===== src/rtl/period_timer_pkg.sv =====
// Constants, register map and field layout of the 8-bit period timer.
// Assumes an APB master with 32-bit data; each register is one aligned word.
// What this block does
// - Timer ticks come only from the instruction clock, pclk divided by four.
// - Count register advances by one per prescaled tick, upward from zero.
// - Prescaler divides by 1, 4, 16 or 64, chosen by control bits 1-0.
// - Count compared with period every tick; equality emits a match pulse.
// - On the matching tick the count reloads zero instead of incrementing.
// - Match pulses drive a postscaler, ratio 1:1 to 1:16 from control bits 6-3.
// - Postscaler events set sticky match flag; interrupt only while enable set.
// - Reset clears count to zero and sets period to all ones.
// - Count or control writes and reset clear both scalers; control write keeps count.
// - Software reads and writes count and period directly at any time.
// - During sleep the timer does not count; count and period hold.
// - Unscaled match pulse is output as the PWM time base.
// - Match output is selectable as the serial port shift clock source.
package period_timer_pkg;
	localparam logic [11:0] count_value_offset        = 12'h000;
	localparam logic [11:0] period_value_offset       = 12'h004;
	localparam logic [11:0] timer_control_offset      = 12'h008;
	localparam logic [11:0] peripheral_flag_offset    = 12'h00C;
	localparam logic [11:0] peripheral_enable_offset  = 12'h010;
	localparam logic [11:0] serial_clock_sel_offset   = 12'h014;
	localparam logic [7:0]  count_reset               = 8'h00;
	localparam logic [7:0]  period_reset              = 8'hFF;
	localparam logic [7:0]  control_reset             = 8'h00;
	localparam logic [6:0]  control_write_mask        = 7'h7F;
	localparam int          prescale_lsb              = 0;
	localparam int          count_enable_bit          = 2;
	localparam int          postscale_lsb             = 3;
	localparam int          match_flag_bit            = 1;
	localparam logic [1:0]  instr_div_last            = 2'h3;
	localparam logic [5:0]  prescale_last_div1        = 6'h00;
	localparam logic [5:0]  prescale_last_div4        = 6'h03;
	localparam logic [5:0]  prescale_last_div16       = 6'h0F;
	localparam logic [5:0]  prescale_last_div64       = 6'h3F;

	typedef struct packed {
		logic [3:0] postscale_select;
		logic       count_enable;
		logic [1:0] prescale_select;
	} timer_control_type;
endpackage


===== src/rtl/period_timer_8bit.sv =====
// The 8-bit period timer with prescaler, postscaler, APB registers and interrupt.
// Assumes an APB master on pclk and a sleep level synchronous to pclk.
//
// The APB register port and the register offsets were left to the implementer.
`timescale 1ns/100ps
`default_nettype none
module period_timer_8bit (
	input  wire logic        pclk,
	input  wire logic        presetn,
	input  wire logic        psel,
	input  wire logic        penable,
	input  wire logic        pwrite,
	input  wire logic [11:0] paddr,
	input  wire logic [31:0] pwdata,
	input  wire logic [3:0]  pstrb,
	output logic      [31:0] prdata,
	output logic             pready,
	output logic             pslverr,
	input  wire logic        sleep_mode,
	output logic             match_pulse,
	output logic             pwm_time_base,
	output logic             serial_shift_clock,
	output logic             irq
);
	logic                               access;
	logic                               wr;
	logic                               wr_count;
	logic                               wr_control;
	logic                               mapped;
	logic [7:0]                         count_value;
	logic [7:0]                         period_value;
	period_timer_pkg::timer_control_type timer_control;
	logic                               match_flag;
	logic                               match_irq_enable;
	logic                               serial_clock_sel;
	logic [1:0]                         instr_div;
	logic [5:0]                         prescale_count;
	logic [5:0]                         prescale_last;
	logic [3:0]                         postscale_count;
	logic                               instr_tick;
	logic                               tick;
	logic                               match;
	logic                               post_event;
	logic [31:0]                        next_prdata;

	// Decode; every access completes in its first access cycle
	assign access     = psel && penable;
	assign wr         = access && pwrite && pstrb[0];
	assign wr_count   = wr && (paddr == period_timer_pkg::count_value_offset);
	assign wr_control = wr && (paddr == period_timer_pkg::timer_control_offset);
	assign mapped     = (paddr == period_timer_pkg::count_value_offset) ||
	                    (paddr == period_timer_pkg::period_value_offset) ||
	                    (paddr == period_timer_pkg::timer_control_offset) ||
	                    (paddr == period_timer_pkg::peripheral_flag_offset) ||
	                    (paddr == period_timer_pkg::peripheral_enable_offset) ||
	                    (paddr == period_timer_pkg::serial_clock_sel_offset);

	// Prescale terminal count per select code
	always_comb begin
		case (timer_control.prescale_select)
			2'h0:    prescale_last = period_timer_pkg::prescale_last_div1;
			2'h1:    prescale_last = period_timer_pkg::prescale_last_div4;
			2'h2:    prescale_last = period_timer_pkg::prescale_last_div16;
			2'h3:    prescale_last = period_timer_pkg::prescale_last_div64;
			default: prescale_last = period_timer_pkg::prescale_last_div1;
		endcase
	end

	// Ticks only while enabled and awake; sleep freezes the divider and every tick
	assign instr_tick = (instr_div == period_timer_pkg::instr_div_last) &&
	                    timer_control.count_enable && !sleep_mode;
	assign tick       = instr_tick && (prescale_count == prescale_last);
	assign match      = tick && (count_value == period_value);
	assign post_event = match && (postscale_count == timer_control.postscale_select);

	// Instruction clock divider, free running except in sleep
	always_ff @(posedge pclk or negedge presetn) begin
		if (!presetn) begin
			instr_div <= 2'h0;
		end else if (!sleep_mode) begin
			instr_div <= instr_div + 2'h1;
		end
	end

	// Prescaler; cleared by count or control writes
	always_ff @(posedge pclk or negedge presetn) begin
		if (!presetn) begin
			prescale_count <= 6'h00;
		end else if (wr_count || wr_control) begin
			prescale_count <= 6'h00;
		end else if (instr_tick) begin
			prescale_count <= (prescale_count == prescale_last) ? 6'h00 :
			                  prescale_count + 6'h01;
		end
	end

	// Postscaler counts match pulses
	always_ff @(posedge pclk or negedge presetn) begin
		if (!presetn) begin
			postscale_count <= 4'h0;
		end else if (wr_count || wr_control) begin
			postscale_count <= 4'h0;
		end else if (match) begin
			postscale_count <= post_event ? 4'h0 : postscale_count + 4'h1;
		end
	end

	// Count register; software write wins over a tick
	always_ff @(posedge pclk or negedge presetn) begin
		if (!presetn) begin
			count_value <= period_timer_pkg::count_reset;
		end else if (wr_count) begin
			count_value <= pwdata[7:0];
		end else if (match) begin
			count_value <= 8'h00;
		end else if (tick) begin
			count_value <= count_value + 8'h01;
		end
	end

	// Period register
	always_ff @(posedge pclk or negedge presetn) begin
		if (!presetn) begin
			period_value <= period_timer_pkg::period_reset;
		end else if (wr && (paddr == period_timer_pkg::period_value_offset)) begin
			period_value <= pwdata[7:0];
		end
	end

	// Control, enable and serial clock select registers
	always_ff @(posedge pclk or negedge presetn) begin
		if (!presetn) begin
			timer_control    <= period_timer_pkg::control_reset[6:0];
			match_irq_enable <= 1'b0;
			serial_clock_sel <= 1'b0;
		end else begin
			if (wr_control) begin
				timer_control <= pwdata[6:0] & period_timer_pkg::control_write_mask;
			end
			if (wr && (paddr == period_timer_pkg::peripheral_enable_offset)) begin
				match_irq_enable <= pwdata[period_timer_pkg::match_flag_bit];
			end
			if (wr && (paddr == period_timer_pkg::serial_clock_sel_offset)) begin
				serial_clock_sel <= pwdata[0];
			end
		end
	end

	// Sticky flag, write one to clear; a new event beats the clear
	always_ff @(posedge pclk or negedge presetn) begin
		if (!presetn) begin
			match_flag <= 1'b0;
		end else if (post_event) begin
			match_flag <= 1'b1;
		end else if (wr && (paddr == period_timer_pkg::peripheral_flag_offset) &&
		             pwdata[period_timer_pkg::match_flag_bit]) begin
			match_flag <= 1'b0;
		end
	end

	// Read mux; unused bits read zero
	always_comb begin
		next_prdata = 32'h0000_0000;
		case (paddr)
			period_timer_pkg::count_value_offset:      next_prdata[7:0] = count_value;
			period_timer_pkg::period_value_offset:     next_prdata[7:0] = period_value;
			period_timer_pkg::timer_control_offset:    next_prdata[6:0] = timer_control;
			period_timer_pkg::peripheral_flag_offset:
				next_prdata[period_timer_pkg::match_flag_bit] = match_flag;
			period_timer_pkg::peripheral_enable_offset:
				next_prdata[period_timer_pkg::match_flag_bit] = match_irq_enable;
			period_timer_pkg::serial_clock_sel_offset: next_prdata[0] = serial_clock_sel;
			default:                                   next_prdata = 32'h0000_0000;
		endcase
	end

	// APB answer registered: pready rises in the first access cycle
	always_ff @(posedge pclk or negedge presetn) begin
		if (!presetn) begin
			pready  <= 1'b0;
			pslverr <= 1'b0;
			prdata  <= 32'h0000_0000;
		end else begin
			pready  <= psel && !penable;
			pslverr <= psel && !penable && !mapped;
			prdata  <= (psel && !penable && !pwrite) ? next_prdata : 32'h0000_0000;
		end
	end

	// Registered outputs, one pclk after the match; irq level follows flag and enable
	always_ff @(posedge pclk or negedge presetn) begin
		if (!presetn) begin
			match_pulse        <= 1'b0;
			pwm_time_base      <= 1'b0;
			serial_shift_clock <= 1'b0;
			irq                <= 1'b0;
		end else begin
			match_pulse        <= match;
			pwm_time_base      <= match;
			serial_shift_clock <= match && serial_clock_sel;
			irq                <= (match_flag || post_event) && match_irq_enable;
		end
	end
endmodule
`default_nettype wire


===== config.mk =====
export PLATFORM = sky130hd
export DESIGN_NAME = period_timer_8bit
export DESIGN_NICKNAME = d
export VERILOG_FILES = /design/src/rtl/period_timer_pkg.sv /design/src/rtl/period_timer_8bit.sv
export SDC_FILE = /design/constraint.sdc
export NUM_CORES = 1
export LEC_CHECK = 0
export BUFFER_PORTS_ARGS = -buffer_cell sky130_fd_sc_hd__buf_4
export CAP_MARGIN = 5
export CORE_MARGIN = 3
export CORE_UTILIZATION = 50
export DETAILED_ROUTE_END_ITERATION = 10
export PLACE_DENSITY = 0.78
export SYNTH_ARGS = -nofsm -noshare
export SYNTH_HDL_FRONTEND = slang
export SYNTH_SLANG_ARGS = --single-unit
export TNS_END_PERCENT = 5

===== constraint.sdc =====
create_clock -name pclk -period 2.6 [get_ports pclk]
set_input_delay 0.52 -clock pclk [delete_from_list [all_inputs] [get_ports pclk]]
set_output_delay 0.52 -clock pclk [all_outputs]
set_load 0.01 [all_outputs]

==> results.json, run 1 <==
{
  "cp-start-kind": "flop",
  "timing.final.crit_share": 0.858,
  "insertion_delay_ns": 0.31,
  "fillers": 485,
  "cts.sinks": 51,
  "drt-total-wl_um": 6390,
  "nNetsFinal": 392,
  "overflow": 0,
  "track_usage": 0.192,
  "clock-root-buffer": "clkbuf_8",
  "synth_largest_area_cell": "dfrtp_1",
  "end_kind": "flop",
  "drt_iter0_drc": 203,
  "yosysMostFrequentCell": "dfrtp_1",
  "dp_hpwl_um": 4540,
  "crit_type": "reg2reg",
  "routabilityCongestion": 0.830,
  "dieArea_um2": 6900,
  "maxCapViolations": 0,
  "synth_edf_count": 0,
  "max_slew_margin": 0.567,
  "post_cts_buffers": 0,
  "n_antenna_cell": 0,
  "rr_startpoint": "timer_control[0]",
  "synth_warnings": 0,
  "post_drt_via_cell_ratio": 5.68,
  "io_pins": 92,
  "max_freq_mhz": 448,
  "avgSynthCellArea_um2": 10.1,
  "die_h_um": 83.1,
  "synth.top_cell.area_share": 0.362,
  "ys_seq_area_frac": 0.433,
  "netlist_area_um2": 2970,
  "synth.area.top_cells": "dfrtp_1 (36%), dfstp_2 (7.1%), buf_4 (6.8%), mux2_2 (6.8%), mux2i_1 (4.0%)",
  "hold_violations": 0,
  "vdd_drop_max_uv": 259,
  "antenna_found_initial": 0,
  "dr.pass1.iters": 5,
  "numCtsBuffers": 5,
  "startpoint": "timer_control[0]",
  "crit_arrival_ns": 2.44,
  "area_growth_syn_to_layout_pct": 12.1,
  "fin_ws_ns": 0.370,
  "postSynthCellCount": 294,
  "use_met1": 0.268,
  "wl_per_cell_um": 15.7,
  "drc_errors": 0,
  "via_count": 2312,
  "use_met2": 0.301,
  "synth.cells.most_frequent": "dfrtp_1 (43), nor2_1 (28), buf_4 (27), a21oi_1 (19), mux2_2 (18)",
  "crit_end": "postscale_count[2]",
  "timing.reg2reg.setup_slack_ns": 0.37,
  "post-place-ws_ns": 0.288,
  "numPortBuffers": 40,
  "grt_most_used_layer": "met2",
  "r2r_cells": 5,
  "die_w_um": 83.1,
  "rsz0062_at_grt": "no",
  "final_cells": 407,
  "clkSlewWorstSetupHoldPaths_ns": 0.09,
  "slew_violations": 0,
  "grt_pass1_wl_um": 10900,
  "post-place-cells": 399,
  "rows": 27,
  "drive_gt1_frac": 0.266,
  "met3_usage": 0.0347,
  "htreeDepth": 2,
  "initial_core_util": 0.526,
  "grt_pass1_vias": 2231,
  "drtAntennaViolNets": 0,
  "cp_max_fo": 9,
  "worstMarginPinSlew_ns": 0.650,
  "leakagePower_nw": 1.60,
  "power_density_nw_per_um2": 423,
  "worstHoldPathType": "in2async",
  "clock_path_buffers": 2,
  "core_um2": 5640,
  "r2r_end": "postscale_count[2]",
  "fin_tns_setup_ns": 0,
  "setup_viol": 0,
  "cts_tree": "yes",
  "cts_hold_buf": 0,
  "fin_skew_ns": 0.00779,
  "cts_resized": 0,
  "status": "finished clean",
  "final_core_util": 0.590,
  "synth_seq_cells": 51,
  "period_minus_slack_ns": 2.23,
  "async_reset_ff_frac": 1.00,
  "grt_max_degree": 52,
  "cp.required_ns": 2.81,
  "ys_types": 49,
  "synth_ff_type": "dfrtp_1"
}
## layout make-up
type / instances / area [µm²] / area share
clock buffers: 7 / 76.3 / 0.0229
repair buffers: 46 / 345 / 0.104
inverters: 3 / 11.3 / 0.00338
multi-input cells: 227 / 1510 / 0.455
well taps: 72 / 90.1 / 0.0271
flip-flops and latches: 51 / 1290 / 0.386
clock inverters: 1 / 5.00 / 0.00150
## worst min-delay path by stage
stage                         endpoint  slack [ns]  cells past startpoint
finish              postscale_count[2]        0.23                      1
floorplan               count_value[0]        0.22                      0
global route          timer_control[6]        0.29                      1
CTS                         match_flag        0.26                      1
detailed placement        instr_div[0]        0.47                      1
global placement          instr_div[0]        0.47                      1
## registers in the layout, indices dropped and copies added (netlist names)
signal	flops
timer_control	7
pready	1
instr_div	2
postscale_count	4
pwm_time_base	1
prdata	8
match_flag	1
prescale_count	6
match_irq_enable	1
serial_clock_sel	1
irq	1
period_value	8
serial_shift_clock	1
pslverr	1
count_value	8
## power breakdown
part	switching, mW	internal [mW]	total, mW
clock network	0.263	0.190	0.453
logic	0.0759	0.0575	0.133
registers	0.00972	0.812	0.821
## cell usage in the layout (no fill, tap or decap), drive strengths merged, types with 3 or more instances in the layout
cell    Yosys  final
or4         5      5
inv         3      3
and2        3      3
a21boi      3      3
buf        29     46
nor3        6      6
xor2       10     10
a21oi      20     20
a31oi       7      7
o21ai      15     15
nand4       3      3
nand3      12     12
clkbuf      7      7
nand2      13     13
mux2       18     18
nand4b      3      3
nand2b      3      3
ha          4      4
dfrtp      43     43
mux2i      12     12
and3        3      3
xnor2       5      5
conb        1     24
nor2       28     28
dfstp       8      8
nand3b      3      3
or3         3      3
nor4        7      7
## kinds of logic (layout without fill, tap and decap cells)
logic type	after synthesis	in the layout	synth area share
other cells	1	24	0.00126
xor+xnor	15	15	0.0442
mux	30	30	0.109
flops	51	51	0.433
simple gates	96	96	0.183
buf+inv	39	57	0.0860
compound gates	58	58	0.126
fa+ha+maj	4	4	0.0169
## worst max-delay path, cell delays in order (launching register included)
cell      delay (ns)
dfrtp_1         0.47
or4_1           0.59
a21oi_2         0.20
o21a_1          0.42
nand3b_1        0.21
o41ai_2         0.24
## per-stage QoR
stage                     hold WS [ns]  area, µm²  power, mW
final                            0.234       3330       1.41
after global routing             0.290       3330       1.47
after CTS                        0.259       3330       1.42
after detailed placement         0.473       3250      0.972
after global placement           0.466       3250      0.967
after floorplan                  0.224       3060      0.932
## per-layer routing
metal  vias up  wire length (µm)
met5         -                 0
met4         0               127
met3        13               527
met2       104              3070
met1      1105              2660
li1       1090                 -
Power figures use the tool's default switching activity.
==> run 2: changes to the inputs <==
- ABC_AREA: default -> 1
- PLACE_DENSITY: 0.78 -> 0.77
==> results.json, run 2 <==
{
  "die_w_um": 86.6,
  "synth_ff_type": "dfrtp_1",
  "netlist_area_um2": 3250,
  "htreeDepth": 2,
  "drt_iter0_drc": 117,
  "worst_hold_slack_ns": 0.217,
  "insertion_delay_ns": 0.31,
  "cp-start-kind": "input pin",
  "drc_errors": 0,
  "synth_largest_area_cell": "dfrtp_1",
  "cpPeakStageDelay_ns": 0.27,
  "drive_gt1_frac": 0.240,
  "period_minus_slack_ns": 1.72,
  "nNetsFinal": 487,
  "rr_startpoint": "instr_div[0]",
  "yosys.area_share.adder": 0.0154,
  "final_common_cell": "nand2_1",
  "startpoint": "paddr[7]",
  "die_h_um": 86.6,
  "post_cts_buffers": 0,
  "crit_type": "in2reg",
  "muxShareOfSynthArea": 0.00347,
  "cts_tree": "yes",
  "numCtsBuffers": 5,
  "clock_path_buffers": 2,
  "synth.cells.most_frequent": "nand2_1 (83), dfrtp_1 (43), inv_1 (42), nand3_1 (41)",
  "via_count": 2580,
  "synth_warnings": 0,
  "fin_tns_setup_ns": 0,
  "reg_top3": "count_value: 8 flops, period_value: 8 flops, prdata: 8 flops",
  "area_growth_syn_to_layout_pct": 9.25,
  "power_mw": 1.42,
  "io_pins": 92,
  "r2r_end": "postscale_count[0]",
  "overflow": 0,
  "worst-path-buf-inv": 1,
  "synth_top_family_by_area": "simple AND/OR/NAND/NOR gates",
  "hold_violations": 0,
  "synth.area.top_cells": "dfrtp_1 (33%), nand2_1 (9.6%), dfstp_2 (6.5%), nand3_1 (6.3%), buf_4 (5.8%)",
  "rows": 28,
  "synth-xor-area-share": 0.0536,
  "timing.reg2reg.setup_slack_ns": 0.92,
  "timing.final.crit_share": 0.660,
  "grt_max_degree": 52,
  "initial_core_util": 0.533,
  "clkSlewWorstSetupHoldPaths_ns": 0.09,
  "synth_edf_count": 0,
  "async_reset_ff_frac": 1.00,
  "track_usage": 0.197,
  "cp_max_fo": 15,
  "dr.pass1.iters": 4,
  "postSynthCellCount": 393,
  "wl_per_cell_um": 13.4,
  "ys_seq_area_frac": 0.396,
  "synth.top_cell.area_share": 0.331,
  "setup_viol": 0,
  "critPathTopFamily": "simple AND/OR/NAND/NOR gates",
  "final_cells": 505,
  "fin_skew_ns": 0.00540,
  "cts_hold_buf": 0,
  "dieArea_um2": 7500,
  "max_slew_margin": 0.561,
  "slew_violations": 0,
  "vdd_drop_max_uv": 294,
  "drt-total-wl_um": 6770,
  "clock-root-buffer": "clkbuf_8",
  "synth_compound_area_frac": 0.0717,
  "cpMostUsedCell": "nand2_2",
  "end_kind": "flop",
  "post-place-ws_ns": 0.569,
  "power_density_nw_per_um2": 401,
  "post_drt_via_cell_ratio": 5.11,
  "crit_arrival_ns": 1.92,
  "core_um2": 6100,
  "numPortBuffers": 40,
  "ys_types": 38,
  "dp_hpwl_um": 5090,
  "fin_ws_ns": 0.884,
  "cp_cell_sequence": "buf_4, nor2_1, nand2_2, nor2_8, nand2_1, nand3_2, nand2_2, a31oi_1",
  "grt_pass1_wl_um": 11800,
  "crit_slowest_cell": "nor2_8",
  "path_depth": 8,
  "layout_common_cells": "nand2_1 (83), dfrtp_1 (43), inv_1 (42)",
  "status": "finished clean",
  "cp.required_ns": 2.80,
  "rsz0062_at_grt": "no",
  "avgSynthCellArea_um2": 8.26,
  "n_antenna_cell": 0,
  "r2r_cells": 8,
  "yosys.area_share.simple": 0.321,
  "max_freq_mhz": 583,
  "yosysMostFrequentCell": "nand2_1",
  "post-place-cells": 497,
  "crit_end": "prdata[2]",
  "worstHoldPathType": "in2async",
  "leakagePower_nw": 1.85,
  "cts_resized": 0,
  "worstMarginPinSlew_ns": 0.659,
  "routabilityCongestion": 0.858,
  "cts.sinks": 51,
  "drtAntennaViolNets": 0,
  "antenna_found_initial": 0,
  "maxCapViolations": 0,
  "synth_seq_cells": 51,
  "grt_pass1_vias": 2549
}
## run 2: changes by cell type after synthesis, moves of 8 or more
cell | previous run | this run
mux2i_1 | 12 | 0
nand2_1 | 11 | 83
inv_1 | 3 | 42
o21ai_2 | 0 | 8
a21oi_1 | 19 | 4
nand4_1 | 3 | 16
mux2_2 | 18 | 1
nand3_1 | 11 | 41
## run 2: worst min path at each step
stage / from / to / slack, ns / cells after the start
finish: presetn / count_value[7] / 0.22 / 1
detailed placement: instr_div[0] / instr_div[0] / 0.48 / 1
floorplan: presetn / count_value[0] / 0.22 / 0
global route: presetn / prdata[2] / 0.29 / 1
CTS: presetn / prdata[3] / 0.27 / 1
global placement: instr_div[0] / instr_div[0] / 0.47 / 1
## run 2: kinds of logic (layout without fill, tap and decap cells)
kind of cell / Yosys count / in the layout
flops: 51 / 51
other cells: 1 / 24
simple gates: 198 / 198
xor+xnor: 19 / 19
buf+inv: 81 / 95
compound gates: 38 / 38
fa+ha+maj: 4 / 4
mux: 1 / 1
## run 2: per-layer routing
metal  track usage  share of wire
met1         0.276           0.44
met2         0.324           0.48
met3        0.0342          0.066
met4        0.0340         0.0077
met5             0              0
## run 2: area by class of cell
type / instances / area, µm²
inverter: 47 / 181
timing repair buffer: 40 / 300
clock buffer: 5 / 68.8
multi-input combinational: 284 / 1600
fill: 601 / 2550
sequential: 51 / 1290
clock inverter: 3 / 15.0
tap: 75 / 93.8
## run 2: where the power goes
group / switching (mW) / total [mW] / internal [mW]
clock: 0.268 / 0.453 / 0.185
combinational: 0.0816 / 0.139 / 0.0571
sequential: 0.0151 / 0.829 / 0.814
## run 2: per-stage QoR
| stage | utilization | cell area (µm²) |
|---|---|---|
| finish | 0.582 | 3550 |
| global route | 0.582 | 3550 |
| CTS | 0.582 | 3550 |
| detailed placement | 0.568 | 3460 |
| global placement | 0.568 | 3460 |
| floorplan | - | 3330 |
==> run 3: changes to the inputs <==
- ABC_AREA: 1 -> 0
- CORE_UTILIZATION: 50 -> 46
- PLACE_DENSITY: 0.77 -> 0.76
- clock period: 2.6 -> 1.38 ns (I/O delays scaled with it)
==> results.json, run 3 (same netlist as run 1, synthesis figures left out) <==
{
  "rsz0062_at_grt": "yes",
  "vdd_drop_max_uv": 566,
  "cp_max_fo": 8,
  "drive_gt1_frac": 0.409,
  "crit_slowest_cell": "or4_4",
  "via_count": 2529,
  "post-place-ws_ns": -0.531,
  "die_w_um": 86.3,
  "power_mw": 2.71,
  "antenna_found_initial": 0,
  "setup_viol": 29,
  "grt_pass1_vias": 2581,
  "violations": "negative setup slack",
  "clkSlewWorstSetupHoldPaths_ns": 0.09,
  "worst_hold_slack_ns": 0.153,
  "wl_per_cell_um": 15.6,
  "crit_type": "reg2reg",
  "die_h_um": 86.3,
  "fin_tns_setup_ns": -8.56,
  "cts.sinks": 51,
  "nNetsFinal": 456,
  "reg_top3": "count_value: 8 flops, period_value: 8 flops, prdata: 8 flops",
  "cts_tree": "yes",
  "end_kind": "flop",
  "io_pins": 92,
  "clock-root-buffer": "clkbuf_8",
  "drt-total-wl_um": 7380,
  "dp_hpwl_um": 5680,
  "drtAntennaViolNets": 0,
  "fin_skew_ns": 0.00975,
  "htreeDepth": 2,
  "cp.required_ns": 1.57,
  "numPortBuffers": 40,
  "grt_pass1_wl_um": 12100,
  "cpPeakStageDelay_ns": 0.57,
  "cp_cell_sequence": "or4_4, a21oi_4, o21a_1, buf_12, mux2i_1, o21ai_1",
  "drc_errors": 0,
  "status": "finished, violations left",
  "dr.pass1.iters": 4,
  "power_density_nw_per_um2": 685,
  "worstHoldPathType": "in2reg",
  "crit_arrival_ns": 2.10,
  "routabilityCongestion": 0.891,
  "drt_iter0_drc": 110,
  "timing.final.crit_share": 1.38,
  "rows": 28,
  "core_um2": 6100,
  "clock_path_buffers": 2,
  "dieArea_um2": 7450,
  "hold_violations": 0,
  "numCtsBuffers": 5,
  "area_growth_syn_to_layout_pct": 33.1,
  "final_common_cell": "buf_4",
  "fin_ws_ns": -0.526,
  "max_freq_mhz": 525,
  "grt_max_degree": 23,
  "layout_common_cells": "buf_4 (102), dfrtp_1 (43), nor2_1 (26)",
  "n_antenna_cell": 0,
  "maxCapViolations": 0,
  "post_drt_via_cell_ratio": 5.34,
  "overflow": 0,
  "cp-start-kind": "flop",
  "insertion_delay_ns": 0.30,
  "leakagePower_nw": 1.96,
  "track_usage": 0.205,
  "initial_core_util": 0.487,
  "period_minus_slack_ns": 1.91,
  "slew_violations": 0
}
-- run 3: area by class of cell --
type | count | area [µm²]
multi-input combinational | 227 | 1610
tap | 75 | 93.8
sequential | 51 | 1290
clock buffer | 8 | 80.1
inverter | 3 | 11.3
fill | 508 | 2140
timing repair buffer | 110 | 872
-- run 3: final timing paths --
kind	from	end	slack [ns]	depth (start not counted)
max in group asynchronous	presetn	period_value[4]	0.49	3
min	pwrite	prdata[1]	0.15	2
max	prescale_count[1]	count_value[1]	-0.53	6
max reg2reg	prescale_count[1]	count_value[1]	-0.53	6
min reg2reg	match_irq_enable	irq	0.52	1
min in group asynchronous	presetn	serial_shift_clock	0.40	2
-- run 3: timing repair --
action | in CTS | in global routing
cloned | 0 | 0
setup buffers | 0 | 0
endpoints found under the hold margin | 17 | 0
gates resized for setup | 18 | 8
pin swaps | 17 | 7
endpoints found under the setup margin | 43 | 45
hold buffers | 1 | 0
-- run 3: worst max-delay path: cells and delay by family (launching register included) --
family / cells / cell delay (ns)
buffers and inverters: 1 / 0.14
and+or+nand+nor: 1 / 0.57
AOI/OAI and AO/OA: 3 / 0.50
muxes: 1 / 0.19
DFF: 1 / 0.39
-- run 3: stage by stage --
step	util	cell area, µm²	cells
global placement	0.619	3770	465
detailed placement	0.619	3770	465
floorplan	-	3080	317
finish	0.648	3950	474
CTS	0.644	3930	474
global route	0.648	3950	474
-- run 3: power by group --
part           switching, mW  internal, mW
clock network          0.468         0.362
logic                  0.170         0.159
registers             0.0175          1.53
-- run 3: routing by layer --
layer  part of all wire  GRT usage
met1               0.43      0.272
met2               0.51      0.355
met3              0.043     0.0304
met4              0.018     0.0467
met5                  0          0
